[src/wdr_pkg.sv]
// package: register map, field layout and timing constants for the watchdog
package wdr_pkg;
  // register byte addresses (word aligned)
  localparam logic [3:0] ADDR_CONTROL    = 4'h0;
  localparam logic [3:0] ADDR_RESET_FLAG = 4'h4;
  localparam logic [3:0] ADDR_IRQ_STATUS = 4'h8;
  localparam logic [3:0] ADDR_IRQ_MASK   = 4'hC;
  // control field layout
  localparam int KEY_MSB = 7;
  localparam int KEY_LSB = 3;
  localparam int SEL_MSB = 2;
  localparam int SEL_LSB = 0;
  // key codes and reset values
  localparam logic [4:0] KEY_ENABLE     = 5'h0A;
  localparam logic [4:0] KEY_DISABLE    = 5'h15;
  localparam logic [7:0] CONTROL_RESET  = 8'h53;
  localparam logic [31:0] READ_UNMAPPED = 32'h0000_0000;
  // interrupt status bit positions
  localparam int IRQ_TIMEOUT = 0;
  localparam int IRQ_KEYBAD  = 1;
  localparam int IRQ_WIDTH   = 2;
  // counter width and soft reset delay in slow clock ticks
  localparam int CNT_WIDTH          = 18;
  localparam int SOFT_RESET_TICKS   = 4;
  localparam int SOFT_RESET_WIDTH   = 3;
  // slow oscillator nominal rate and system clock rate
  localparam int SLOW_OSC_HZ = 32000;
  localparam int SYS_CLK_HZ  = 100000000;
endpackage : wdr_pkg

[src/wdr_timer.sv]
// watchdog reset timer with avalon-mm register slave
//
// Our own choices: the register addresses and the Avalon-MM slave port.
`timescale 1ns/10ps
`default_nettype none

// Operation
// - the count advances only on ticks of the slow internal oscillator.
// - the period select field picks an overflow at 2^8,10,12,14,15,16,17,18.
// - key 01010B enables the watchdog and key 10101B disables it.
// - any other key value forces a full reset after the soft reset delay.
// - an invalid key sets the register reset flag, cleared only by software or the reset input.
// - after reset the key is the enable code and the period select is 011.
// - an overflow in normal running resets the device and sets timeout flag.
// - an overflow in sleep or idle sets the flag and resets only pc and sp.
// - the count clears on invalid key, clear instruction, halt or reset pin.
// - only reset, the clear instruction, halt, invalid key, reset pin and overflow clear the count.
// - halt clears the count, which keeps running only when enabled.
module wdr_timer #(
  parameter int CNT_WIDTH = wdr_pkg::CNT_WIDTH
) (
  // clock and reset
  input  wire logic        clk,
  input  wire logic        reset,
  // slow oscillator, asynchronous to clk
  input  wire logic        slow_internal_osc,
  // cpu events, one-cycle pulses on clk, and the low power mode level
  input  wire logic        watchdog_clear_instruction,
  input  wire logic        halt_instruction,
  input  wire logic        low_power_mode,
  // external reset pin, active low, and its reset function select
  input  wire logic        reset_pin_n,
  input  wire logic        reset_pin_selected,
  // avalon-mm slave
  input  wire logic [3:0]  avs_address,
  input  wire logic        avs_read,
  input  wire logic        avs_write,
  input  wire logic [31:0] avs_writedata,
  input  wire logic [3:0]  avs_byteenable,
  output logic      [31:0] avs_readdata,
  output logic             avs_waitrequest,
  // reset requests and timeout flag toward the device
  output logic             device_reset,
  output logic             pc_sp_reset,
  output logic             watchdog_expired_flag,
  // interrupt
  output logic             irq
);

  // register state
  logic [7:0]             watchdog_control;
  logic                   watchdog_register_reset_flag;
  logic [wdr_pkg::IRQ_WIDTH-1:0] irq_status;
  logic [wdr_pkg::IRQ_WIDTH-1:0] irq_mask;
  logic                   ack;
  // synchronisers
  logic [1:0]             osc_sync;
  logic                   osc_prev;
  logic [1:0]             pin_sync;
  // counter and soft reset delay
  logic [CNT_WIDTH-1:0]   count;
  logic [wdr_pkg::SOFT_RESET_WIDTH-1:0] soft_delay;
  logic                   soft_pending;

  // field decode
  wire [4:0] watchdog_key_field =
    watchdog_control[wdr_pkg::KEY_MSB:wdr_pkg::KEY_LSB];
  wire [2:0] period_select_field =
    watchdog_control[wdr_pkg::SEL_MSB:wdr_pkg::SEL_LSB];
  wire key_enable  = watchdog_key_field == wdr_pkg::KEY_ENABLE;
  wire key_disable = watchdog_key_field == wdr_pkg::KEY_DISABLE;
  wire key_invalid = !key_enable && !key_disable;

  // rising edge of the synchronised slow clock; second stage only
  wire slow_tick = osc_sync[1] && !osc_prev;

  // terminal count bit per period select
  logic [4:0] term_bit;
  always_comb begin
    unique case (period_select_field)
      3'h0:    term_bit = 5'h08;
      3'h1:    term_bit = 5'h0A;
      3'h2:    term_bit = 5'h0C;
      3'h3:    term_bit = 5'h0E;
      3'h4:    term_bit = 5'h0F;
      3'h5:    term_bit = 5'h10;
      3'h6:    term_bit = 5'h11;
      3'h7:    term_bit = 5'h12;
    endcase
  end

  // overflow once the count reaches 2^n - 1 and another tick arrives
  wire [CNT_WIDTH:0] count_ext = {1'b0, count} + {{CNT_WIDTH{1'b0}}, 1'b1};
  wire overflow = key_enable && slow_tick && count_ext[term_bit];

  // pin reset only when the pin carries its reset function
  wire pin_reset = reset_pin_selected && !pin_sync[1];
  wire soft_fire = soft_pending &&
    soft_delay == wdr_pkg::SOFT_RESET_WIDTH'(wdr_pkg::SOFT_RESET_TICKS);
  // the sources that clear the count, besides reset and overflow
  wire count_clear = watchdog_clear_instruction || halt_instruction ||
                     soft_fire || pin_reset;

  // bus decode
  wire req       = (avs_read || avs_write) && !ack;
  wire sel_ctl   = avs_address == wdr_pkg::ADDR_CONTROL;
  wire sel_flag  = avs_address == wdr_pkg::ADDR_RESET_FLAG;
  wire sel_stat  = avs_address == wdr_pkg::ADDR_IRQ_STATUS;
  wire sel_mask  = avs_address == wdr_pkg::ADDR_IRQ_MASK;
  wire wr_lane0  = req && avs_write && avs_byteenable[0];
  wire wr_ctl    = wr_lane0 && sel_ctl;
  wire wr_flag   = wr_lane0 && sel_flag;
  wire wr_mask   = wr_lane0 && sel_mask;
  wire rd_stat   = req && avs_read && sel_stat;

  // one wait state: answer on the cycle after the request
  assign avs_waitrequest = !ack;

  // read data mux
  wire [31:0] rd_mux =
    sel_ctl  ? {24'h000000, watchdog_control} :
    sel_flag ? {31'h00000000, watchdog_register_reset_flag} :
    sel_stat ? {30'h00000000, irq_status} :
    sel_mask ? {30'h00000000, irq_mask} : wdr_pkg::READ_UNMAPPED;

  // synchronisers and edge memory
  always_ff @(posedge clk) begin
    osc_sync <= {osc_sync[0], slow_internal_osc};
    osc_prev <= osc_sync[1];
    pin_sync <= {pin_sync[0], reset_pin_n};
  end

  // bus handshake and read data
  always_ff @(posedge clk) begin
    if (reset) begin
      ack          <= 1'b0;
      avs_readdata <= 32'h0000_0000;
    end else begin
      ack          <= req;
      avs_readdata <= req ? rd_mux : avs_readdata;
    end
  end

  // control register, restored by reset and by the invalid key reset
  always_ff @(posedge clk) begin
    if (reset || soft_fire) begin
      watchdog_control <= wdr_pkg::CONTROL_RESET;
    end else if (wr_ctl) begin
      watchdog_control <= avs_writedata[7:0];
    end
  end

  // register reset flag: set beats the software clear
  always_ff @(posedge clk) begin
    if (reset) begin
      watchdog_register_reset_flag <= 1'b0;
    end else if (soft_fire) begin
      watchdog_register_reset_flag <= 1'b1;
    end else if (wr_flag && !avs_writedata[0]) begin
      watchdog_register_reset_flag <= 1'b0;
    end
  end

  // soft reset delay counted in slow ticks, holds the reset off briefly
  always_ff @(posedge clk) begin
    if (reset || soft_fire || !key_invalid) begin
      soft_pending <= 1'b0;
      soft_delay   <= '0;
    end else begin
      soft_pending <= 1'b1;
      if (slow_tick && soft_pending) begin
        soft_delay <= soft_delay + 1'b1;
      end
    end
  end

  // watchdog count; frozen while disabled, cleared by the listed events
  always_ff @(posedge clk) begin
    if (reset || count_clear || overflow) begin
      count <= '0;
    end else if (key_enable && slow_tick) begin
      count <= count_ext[CNT_WIDTH-1:0];
    end
  end

  // reset outputs: full reset in run mode or on invalid key, pc/sp only on low power overflow
  always_ff @(posedge clk) begin
    if (reset) begin
      device_reset <= 1'b0;
      pc_sp_reset  <= 1'b0;
    end else begin
      device_reset <= (overflow && !low_power_mode) || soft_fire;
      pc_sp_reset  <= overflow && low_power_mode;
    end
  end

  // timeout flag, cleared by halt or the clear instruction
  always_ff @(posedge clk) begin
    if (reset) begin
      watchdog_expired_flag <= 1'b0;
    end else if (overflow) begin
      watchdog_expired_flag <= 1'b1;
    end else if (watchdog_clear_instruction || halt_instruction) begin
      watchdog_expired_flag <= 1'b0;
    end
  end

  // interrupt status: events win over the read clear
  wire [wdr_pkg::IRQ_WIDTH-1:0] irq_events = {soft_fire, overflow};
  always_ff @(posedge clk) begin
    if (reset) begin
      irq_status <= '0;
      irq_mask   <= '0;
    end else begin
      irq_status <= (rd_stat ? '0 : irq_status) | irq_events;
      if (wr_mask) begin
        irq_mask <= avs_writedata[wdr_pkg::IRQ_WIDTH-1:0];
      end
    end
  end

  assign irq = |(irq_status & irq_mask);
endmodule : wdr_timer
`default_nettype wire

[config.mk]
export PLATFORM = sky130hd
export DESIGN_NAME = wdr_timer
export DESIGN_NICKNAME = d
export VERILOG_FILES = /design/src/wdr_pkg.sv /design/src/wdr_timer.sv
export SDC_FILE = /design/constraint.sdc
export NUM_CORES = 1
export LEC_CHECK = 0
export BUFFER_PORTS_ARGS = -buffer_cell sky130_fd_sc_hd__buf_4
export CAP_MARGIN = 10
export CORE_ASPECT_RATIO = 0.8
export CORE_UTILIZATION = 52
export CTS_CLUSTER_DIAMETER = 40
export DETAILED_ROUTE_END_ITERATION = 10
export PLACE_DENSITY = 0.91
export SYNTH_ARGS = -nofsm -noshare
export SYNTH_HDL_FRONTEND = slang
export SYNTH_SLANG_ARGS = --single-unit
[constraint.sdc]
create_clock -name clk -period 3.51 [get_ports clk]
set_clock_uncertainty 0.15 [all_clocks]
set_input_delay 0.702 -clock clk [delete_from_list [all_inputs] [get_ports clk]]
set_output_delay 0.702 -clock clk [all_outputs]
set_load 0.05 [all_outputs]
==> flow_metrics.py, run 1 <==
metrics = {
    "run_status": {
        "status": "completed",
    },
    "clock_network": {
        "ctsResizeCount": 0,
        "root_buffer": "clkbuf_8",
        "clock_sinks": 57,
        "cts_inserted_buffers": 9,
        "hold_buffers": 0,
        "clockBufferDepth": 2,
        "cts_tree": "built",
        "clk_latency_ns": 0.33,
        "post_cts_buffers": 0,
        "htree_levels": 3,
        "path_clk_slew_ns": 0.06,
    },
    "synthesis": {
        "ys_warn_count": 0,
        "syn_area_um2": 3030,
        "synth_top_cell_by_area": "dfxtp_1",
        "ys_ff_latch": 57,
        "synth_top_area_share_pct": 37.7,
        "syn_avg_cell_area_um2": 8.58,
        "synthArstFlopShare_pct": 0,
        "synth_edf_count": 0,
        "ys.flop_type": "dfxtp_1",
        "synthTopCellsByArea": "dfxtp_1 (38%), nor2_1 (6.8%), buf_4 (6.2%), xnor2_1 (4.9%), mux2i_1 (4.3%)",
        "seq_area_frac_synth_pct": 37.7,
        "netlist_instances": 353,
        "post_synth_num_cell_types": 60,
    },
    "global_routing": {
        "grt_overflow": 0,
        "grt_use_total_pct": 22.2,
        "grt_pass1_vias": 2296,
        "grt_start_max_net_pins": 20,
        "antenna_found_initial": 0,
        "grt_pass1_wl_um": 10600,
    },
    "placement": {
        "gp_congestion": 0.840,
        "hpwl_um": 4660,
        "numPortBuffers": 35,
        "dp_cells": 448,
    },
    "route": {
        "first_iter_violations": 205,
        "vias": 2578,
        "drt-wirelength-per-cell_um": 13.9,
        "vias_per_cell": 5.56,
        "route.detailed.drc": 0,
        "ant_nets": 0,
        "firstDrtPassIters": 4,
        "wl_um": 6460,
    },
    "critical_path": {
        "path_max_fanout": 15,
        "arrival_ns": 3.13,
        "cp-start-kind": "register",
        "cp-end-kind": "register",
        "critPathKind": "reg -> reg",
        "cp.required_ns": 3.62,
    },
    "sta": {
        "finalSetupViolations": 0,
        "slew_headroom_pct": 50.6,
        "fin_crit_ns": 3.02,
        "slew_viol_final": 0,
        "hold_viol": 0,
        "fin_crit_sh_pct": 85.9,
        "clock.fmax_mhz": 332,
        "rsz0062_at_grt": "no",
        "tns_ns": 0,
        "tightest_slew_ns": 0.735,
    },
    "pwr": {
        "leakage_nw": 1.36,
        "pwr-share-comb_pct": 8.2,
        "p_sw_mw": 0.355,
        "p_seq_share_pct": 43.0,
        "internal_power_mw": 1.17,
        "p_sw_share_pct": 23.2,
        "irDropWorstVdd_mv": 0.263,
        "clkPwrFrac_pct": 48.7,
        "p_per_area_nw_per_um2": 441,
    },
    "die": {
        "fp.dieH_um": 70.3,
        "dieWidth_um": 87.3,
        "pin_count": 87,
        "dieArea_um2": 6130,
        "initial_utilization_pct": 54.8,
        "coreArea_um2": 5530,
        "placementRows": 24,
    },
    "cells_and_area": {
        "final_common_cell": "dfxtp_1",
        "antenna_cells": 0,
        "layout-drive-gt1-share_pct": 16.6,
        "final.fill_count": 452,
        "layout_common_cells": "dfxtp_1 (57), nor2_1 (55), buf_4 (37)",
        "stdcell_count": 464,
        "syn2layout_area_growth_pct": 14.4,
        "nets": 436,
    },
    "job": {
        "drv_cap": 0,
    },
    "worst_hold_path": {
        "hp-class": "reg -> reg",
    },
}
==> final cells by class <==
cell class                      instances  area, um^2  area share [%]
Multi-Input combinational cell        264        1660            47.9
Sequential cell                        57        1140            32.9
Timing Repair Buffer                   37         278            8.02
Clock buffer                           11         141            4.08
Clock inverter                          5         103            2.96
Tap cell                               78        97.6            2.82
Inverter                               12        45.0            1.30
==> flip-flops by register name, summed over array words and instances (netlist names), 2 cells and up <==
name              cells
count                18
avs_readdata          8
watchdog_control      8
term_bit              5
soft_delay            3
irq_mask              2
irq_status            2
osc_sync              2
pin_sync              2
==> path summary, 6_finish.rpt <==
| path | start | to | slack [ns] | depth (start not counted) |
|---|---|---|---|---|
| hold / removal | osc_sync[0] | osc_sync[1] | 0.18 | 0 |
| setup / recovery | count[0] | count[0] | 0.49 | 9 |
| setup reg to reg | count[0] | count[0] | 0.49 | 9 |
| hold reg to reg | osc_sync[0] | osc_sync[1] | 0.18 | 0 |
==> critical path, cell delays in order (launching register included) <==
cell,delay (ns)
dfxtp_1,0.48
ha_1,0.29
nand3_2,0.27
or4b_1,0.59
a21oi_1,0.16
o21ai_0,0.10
a211oi_1,0.30
o22ai_1,0.17
or3_1,0.32
a21boi_1,0.13
==> synth_stat cells, types with 2 or more instances <==
cell type,instances
xnor2_1,17
clkbuf_1,10
nand3b_1,2
nor4_1,7
nand3_1,6
xor2_1,6
buf_2,5
o21ai_0,10
nand2_1,26
a211oi_1,2
and4_1,2
buf_4,25
or4b_1,2
o31ai_1,3
or3_1,4
a21oi_1,10
nor3b_1,3
nand2b_1,3
a31oi_1,3
nor2_1,55
nor2b_1,3
o22ai_1,2
nand4_1,8
inv_1,12
nor3_1,9
dfxtp_1,57
nand3_2,2
mux2i_1,13
a22oi_1,9
ha_1,5
nand4b_1,3
==> per-layer routing <==
metal,track usage [%],up-vias,wire [um]
met1,29.5,1220,2850
met2,35.7,112,3060
met5,0,-,0
li1,-,1234,-
met3,5.79,12,473
met4,6.01,0,78
==> cells by family after synthesis <==
family | after synthesis | share of synthesized area, %
AND/OR/NAND/NOR | 143 | 25.0
flip-flops | 57 | 37.7
buffers and inverters | 55 | 10.4
AO/OA/AOI/OAI | 54 | 12.6
XOR/XNOR | 23 | 6.65
multiplexers | 15 | 5.41
adder cells (fa/ha/maj) | 5 | 2.07
other | 1 | 0.124
==> power groups by stage <==
stage	clock (mW)	sequential, mW	combinational, mW
after floorplan	0	0.674	0.108
after detailed placement	0	0.672	0.124
after CTS	0.752	0.658	0.124
final	0.744	0.658	0.126
after global placement	0	0.672	0.121
after global routing	0.781	0.658	0.132
==> per-stage QoR <==
step	cell area (um^2)	power, mW	worst slack (ns)	util [%]	hold slack [ns]
final	3460	1.53	0.494	62.7	0.177
after global routing	3460	1.57	0.299	62.7	0.185
after CTS	3460	1.53	0.477	62.7	0.176
after detailed placement	3220	0.796	0.509	58.3	0.162
after global placement	3220	0.793	0.591	58.3	0.162
after floorplan	3110	0.782	0.913	-	0.160
Power figures use the tool's default switching activity.
==> run 2, diff against run 1 <==
ABC_AREA = 1   (was not set)
==> run 2 against run 1 <==
Compared with the run above: fmax rose by 20%; via count grew 13%; global-route usage up 3.0 points; non-clock buffer count shrank 1; utilization increased by 0.32 points; combinational power is 38% higher; die area barely moved; critical path type is now in -> reg; critical endpoint is now term_bit[1]; largest power group unchanged.
==> flow_metrics.py, run 2 <==
metrics = {
    "sta": {
        "tightest_slew_ns": 0.521,
        "tns_ns": 0,
        "fin_crit_ns": 2.52,
        "rsz0062_at_grt": "no",
        "clock.fmax_mhz": 397,
        "slew_headroom_pct": 65.2,
        "slew_viol_final": 0,
        "fin_crit_sh_pct": 71.7,
        "finalSetupViolations": 0,
        "hold_viol": 0,
        "finalHoldWorstSlack_ns": 0.180,
    },
    "critical_path": {
        "cp-startpoint": "avs_address[1]",
        "critPathCapture": "term_bit[1]",
        "max_stage_delay_ns": 0.28,
        "arrival_ns": 2.65,
        "regToRegSetupSlack_ns": 1.03,
        "critical_path.most_common_cell": "nand2_1",
        "cp.required_ns": 3.65,
        "r2r_cells": 12,
        "critPathKind": "in -> reg",
        "cp-end-kind": "register",
        "path_max_fanout": 9,
        "r2r_start": "count[0]",
        "cp-start-kind": "input pin",
        "cp_slowest_cell": "ha_1",
        "crit_chain": "buf_4, nor2_1, nand2_1, nor2_4, inv_1, nor2_4, inv_1, nand2_1, nand2_1, nor2_1, ha_1, o21ai_0",
        "crit-reg2reg-capture": "count[1]",
    },
    "cells_and_area": {
        "final.fill_count": 475,
        "multi_input_area_um2": 1550,
        "syn2layout_area_growth_pct": 15.0,
        "reg.largest.list": "count: 18 flops, avs_readdata: 8 flops, watchdog_control: 8 flops",
        "regMostFlops": "count",
        "antenna_cells": 0,
        "final-seq-area_um2": 1140,
        "nets": 522,
        "largest_reg_flops": 18,
        "final_common_cell": "nand2_1",
        "final_area_um2": 3480,
        "layout_common_cells": "nand2_1 (88), dfxtp_1 (57), nand3_1 (53)",
        "layout-drive-gt1-share_pct": 18.2,
    },
    "pwr": {
        "leakage_nw": 1.47,
        "irDropWorstVdd_mv": 0.330,
        "p_per_area_nw_per_um2": 444,
        "power_mw": 1.55,
    },
    "clock_network": {
        "cts_inserted_buffers": 9,
        "clockBufferDepth": 2,
        "clock_sinks": 57,
        "ctsResizeCount": 0,
        "post_cts_buffers": 0,
        "cts_tree": "built",
        "hold_buffers": 0,
        "htree_levels": 3,
        "clk_latency_ns": 0.36,
        "path_clk_slew_ns": 0.07,
        "root_buffer": "clkbuf_8",
    },
    "synthesis": {
        "synth_top_area_share_pct": 37.7,
        "post_synth_num_cell_types": 31,
        "ys_warn_count": 0,
        "synthArstFlopShare_pct": 0,
        "syn_avg_cell_area_um2": 7.06,
        "seq_area_frac_synth_pct": 37.7,
        "synthTopCellsByCount": "nand2_1 (88), dfxtp_1 (57), nand3_1 (53)",
        "synth_top_cell_by_area": "dfxtp_1",
        "netlist_instances": 429,
        "synthTopCellsByArea": "dfxtp_1 (38%), nand2_1 (11%), nand3_1 (8.8%), inv_1 (6.4%), buf_4 (6.0%)",
        "synth_edf_count": 0,
        "synth.most_common_cell": "nand2_1",
        "syn_area_um2": 3030,
        "ys_ff_latch": 57,
        "ys.flop_type": "dfxtp_1",
    },
    "global_routing": {
        "grt_pass1_vias": 2581,
        "grt_overflow": 0,
        "antenna_found_initial": 0,
        "grt_pass1_wl_um": 11900,
        "grt_start_max_net_pins": 19,
        "grt_use_total_pct": 25.3,
    },
    "route": {
        "wl_um": 7240,
        "ant_nets": 0,
        "firstDrtPassIters": 5,
        "vias": 2915,
        "route.detailed.drc": 0,
        "vias_per_cell": 5.30,
        "first_iter_violations": 367,
        "drt-wirelength-per-cell_um": 13.2,
    },
    "die": {
        "pin_count": 87,
        "dieArea_um2": 6130,
        "dieWidth_um": 87.3,
        "initial_utilization_pct": 54.8,
        "fp.dieH_um": 70.2,
        "placementRows": 24,
        "coreArea_um2": 5530,
    },
    "placement": {
        "place_area_um2": 3250,
        "hpwl_um": 5230,
        "gp_congestion": 0.931,
        "numPortBuffers": 35,
    },
    "job": {
        "drv_cap": 0,
    },
    "run_status": {
        "status": "completed",
    },
    "worst_hold_path": {
        "hp-class": "reg -> reg",
    },
}
[run 2: cell count changes after synthesis, moves of 8 or more]
cell	before	now
a21oi_1	10	26
a21oi_2	0	8
a22oi_1	9	0
inv_1	12	52
mux2i_1	13	0
nand2_1	26	88
nand3_1	6	53
nor2_1	55	35
nor2_2	0	10
o21ai_0	10	20
xnor2_1	17	0
[run 2: power by group]
part	internal, mW	switching, mW
combinational	0.0388	0.135
clock	0.406	0.300
sequential	0.660	0.00724
[run 2: final cells by class]
cell class              instances  share of cell area (%)
multi-input cells             310                    44.4
clock inverters                 7                    2.95
inverters                      53                    5.72
clock buffers                   9                    3.56
flip-flops and latches         57                    32.8
well taps                      78                    2.80
repair buffers                 36                    7.76
[run 2: worst max-delay path: cells and delay by family]
kind,cells,cell delay [ns]
compound gates,1,0.15
buf+inv,3,0.40
fa+ha+maj,1,0.28
simple gates,7,1.12
[run 2: how the worst min path moves through the flow]
stage	from	endpoint	slack (ns)	cells past startpoint
after floorplan	osc_sync[0]	osc_sync[1]	0.16	0
after global placement	osc_sync[0]	osc_sync[1]	0.16	0
after detailed placement	osc_sync[0]	osc_sync[1]	0.17	0
after CTS	osc_sync[0]	osc_sync[1]	0.18	0
after global routing	osc_sync[0]	osc_sync[1]	0.20	0
final	osc_sync[0]	osc_sync[1]	0.18	0
[run 2: through the flow]
stage	utilization, %	setup WS, ns	instances
after floorplan	-	1.16	452
after global placement	58.9	0.813	534
after detailed placement	58.9	0.726	534
after CTS	63.0	1.01	550
after global routing	63.0	0.797	550
final	63.0	0.992	550
[run 2: kinds of logic after synthesis]
logic type / after synthesis / share of synthesized area [%]
flip-flops: 57 / 37.7
buffers and inverters: 85 / 14.1
AO/OA/AOI/OAI: 62 / 11.9
AND/OR/NAND/NOR: 214 / 32.7
XOR/XNOR: 5 / 1.45
adder cells (fa/ha/maj): 5 / 2.07
other: 1 / 0.124
[run 2: layer usage]
metal / track usage, % / vias to the layer above / part of all wire (%)
met1: 34.3 / 1339 / 43
met3: 7.92 / 15 / 8.8
met2: 38.8 / 145 / 46
met4: 6.56 / 0 / 1.5
met5: 0 / - / 0
li1: - / 1416 / -
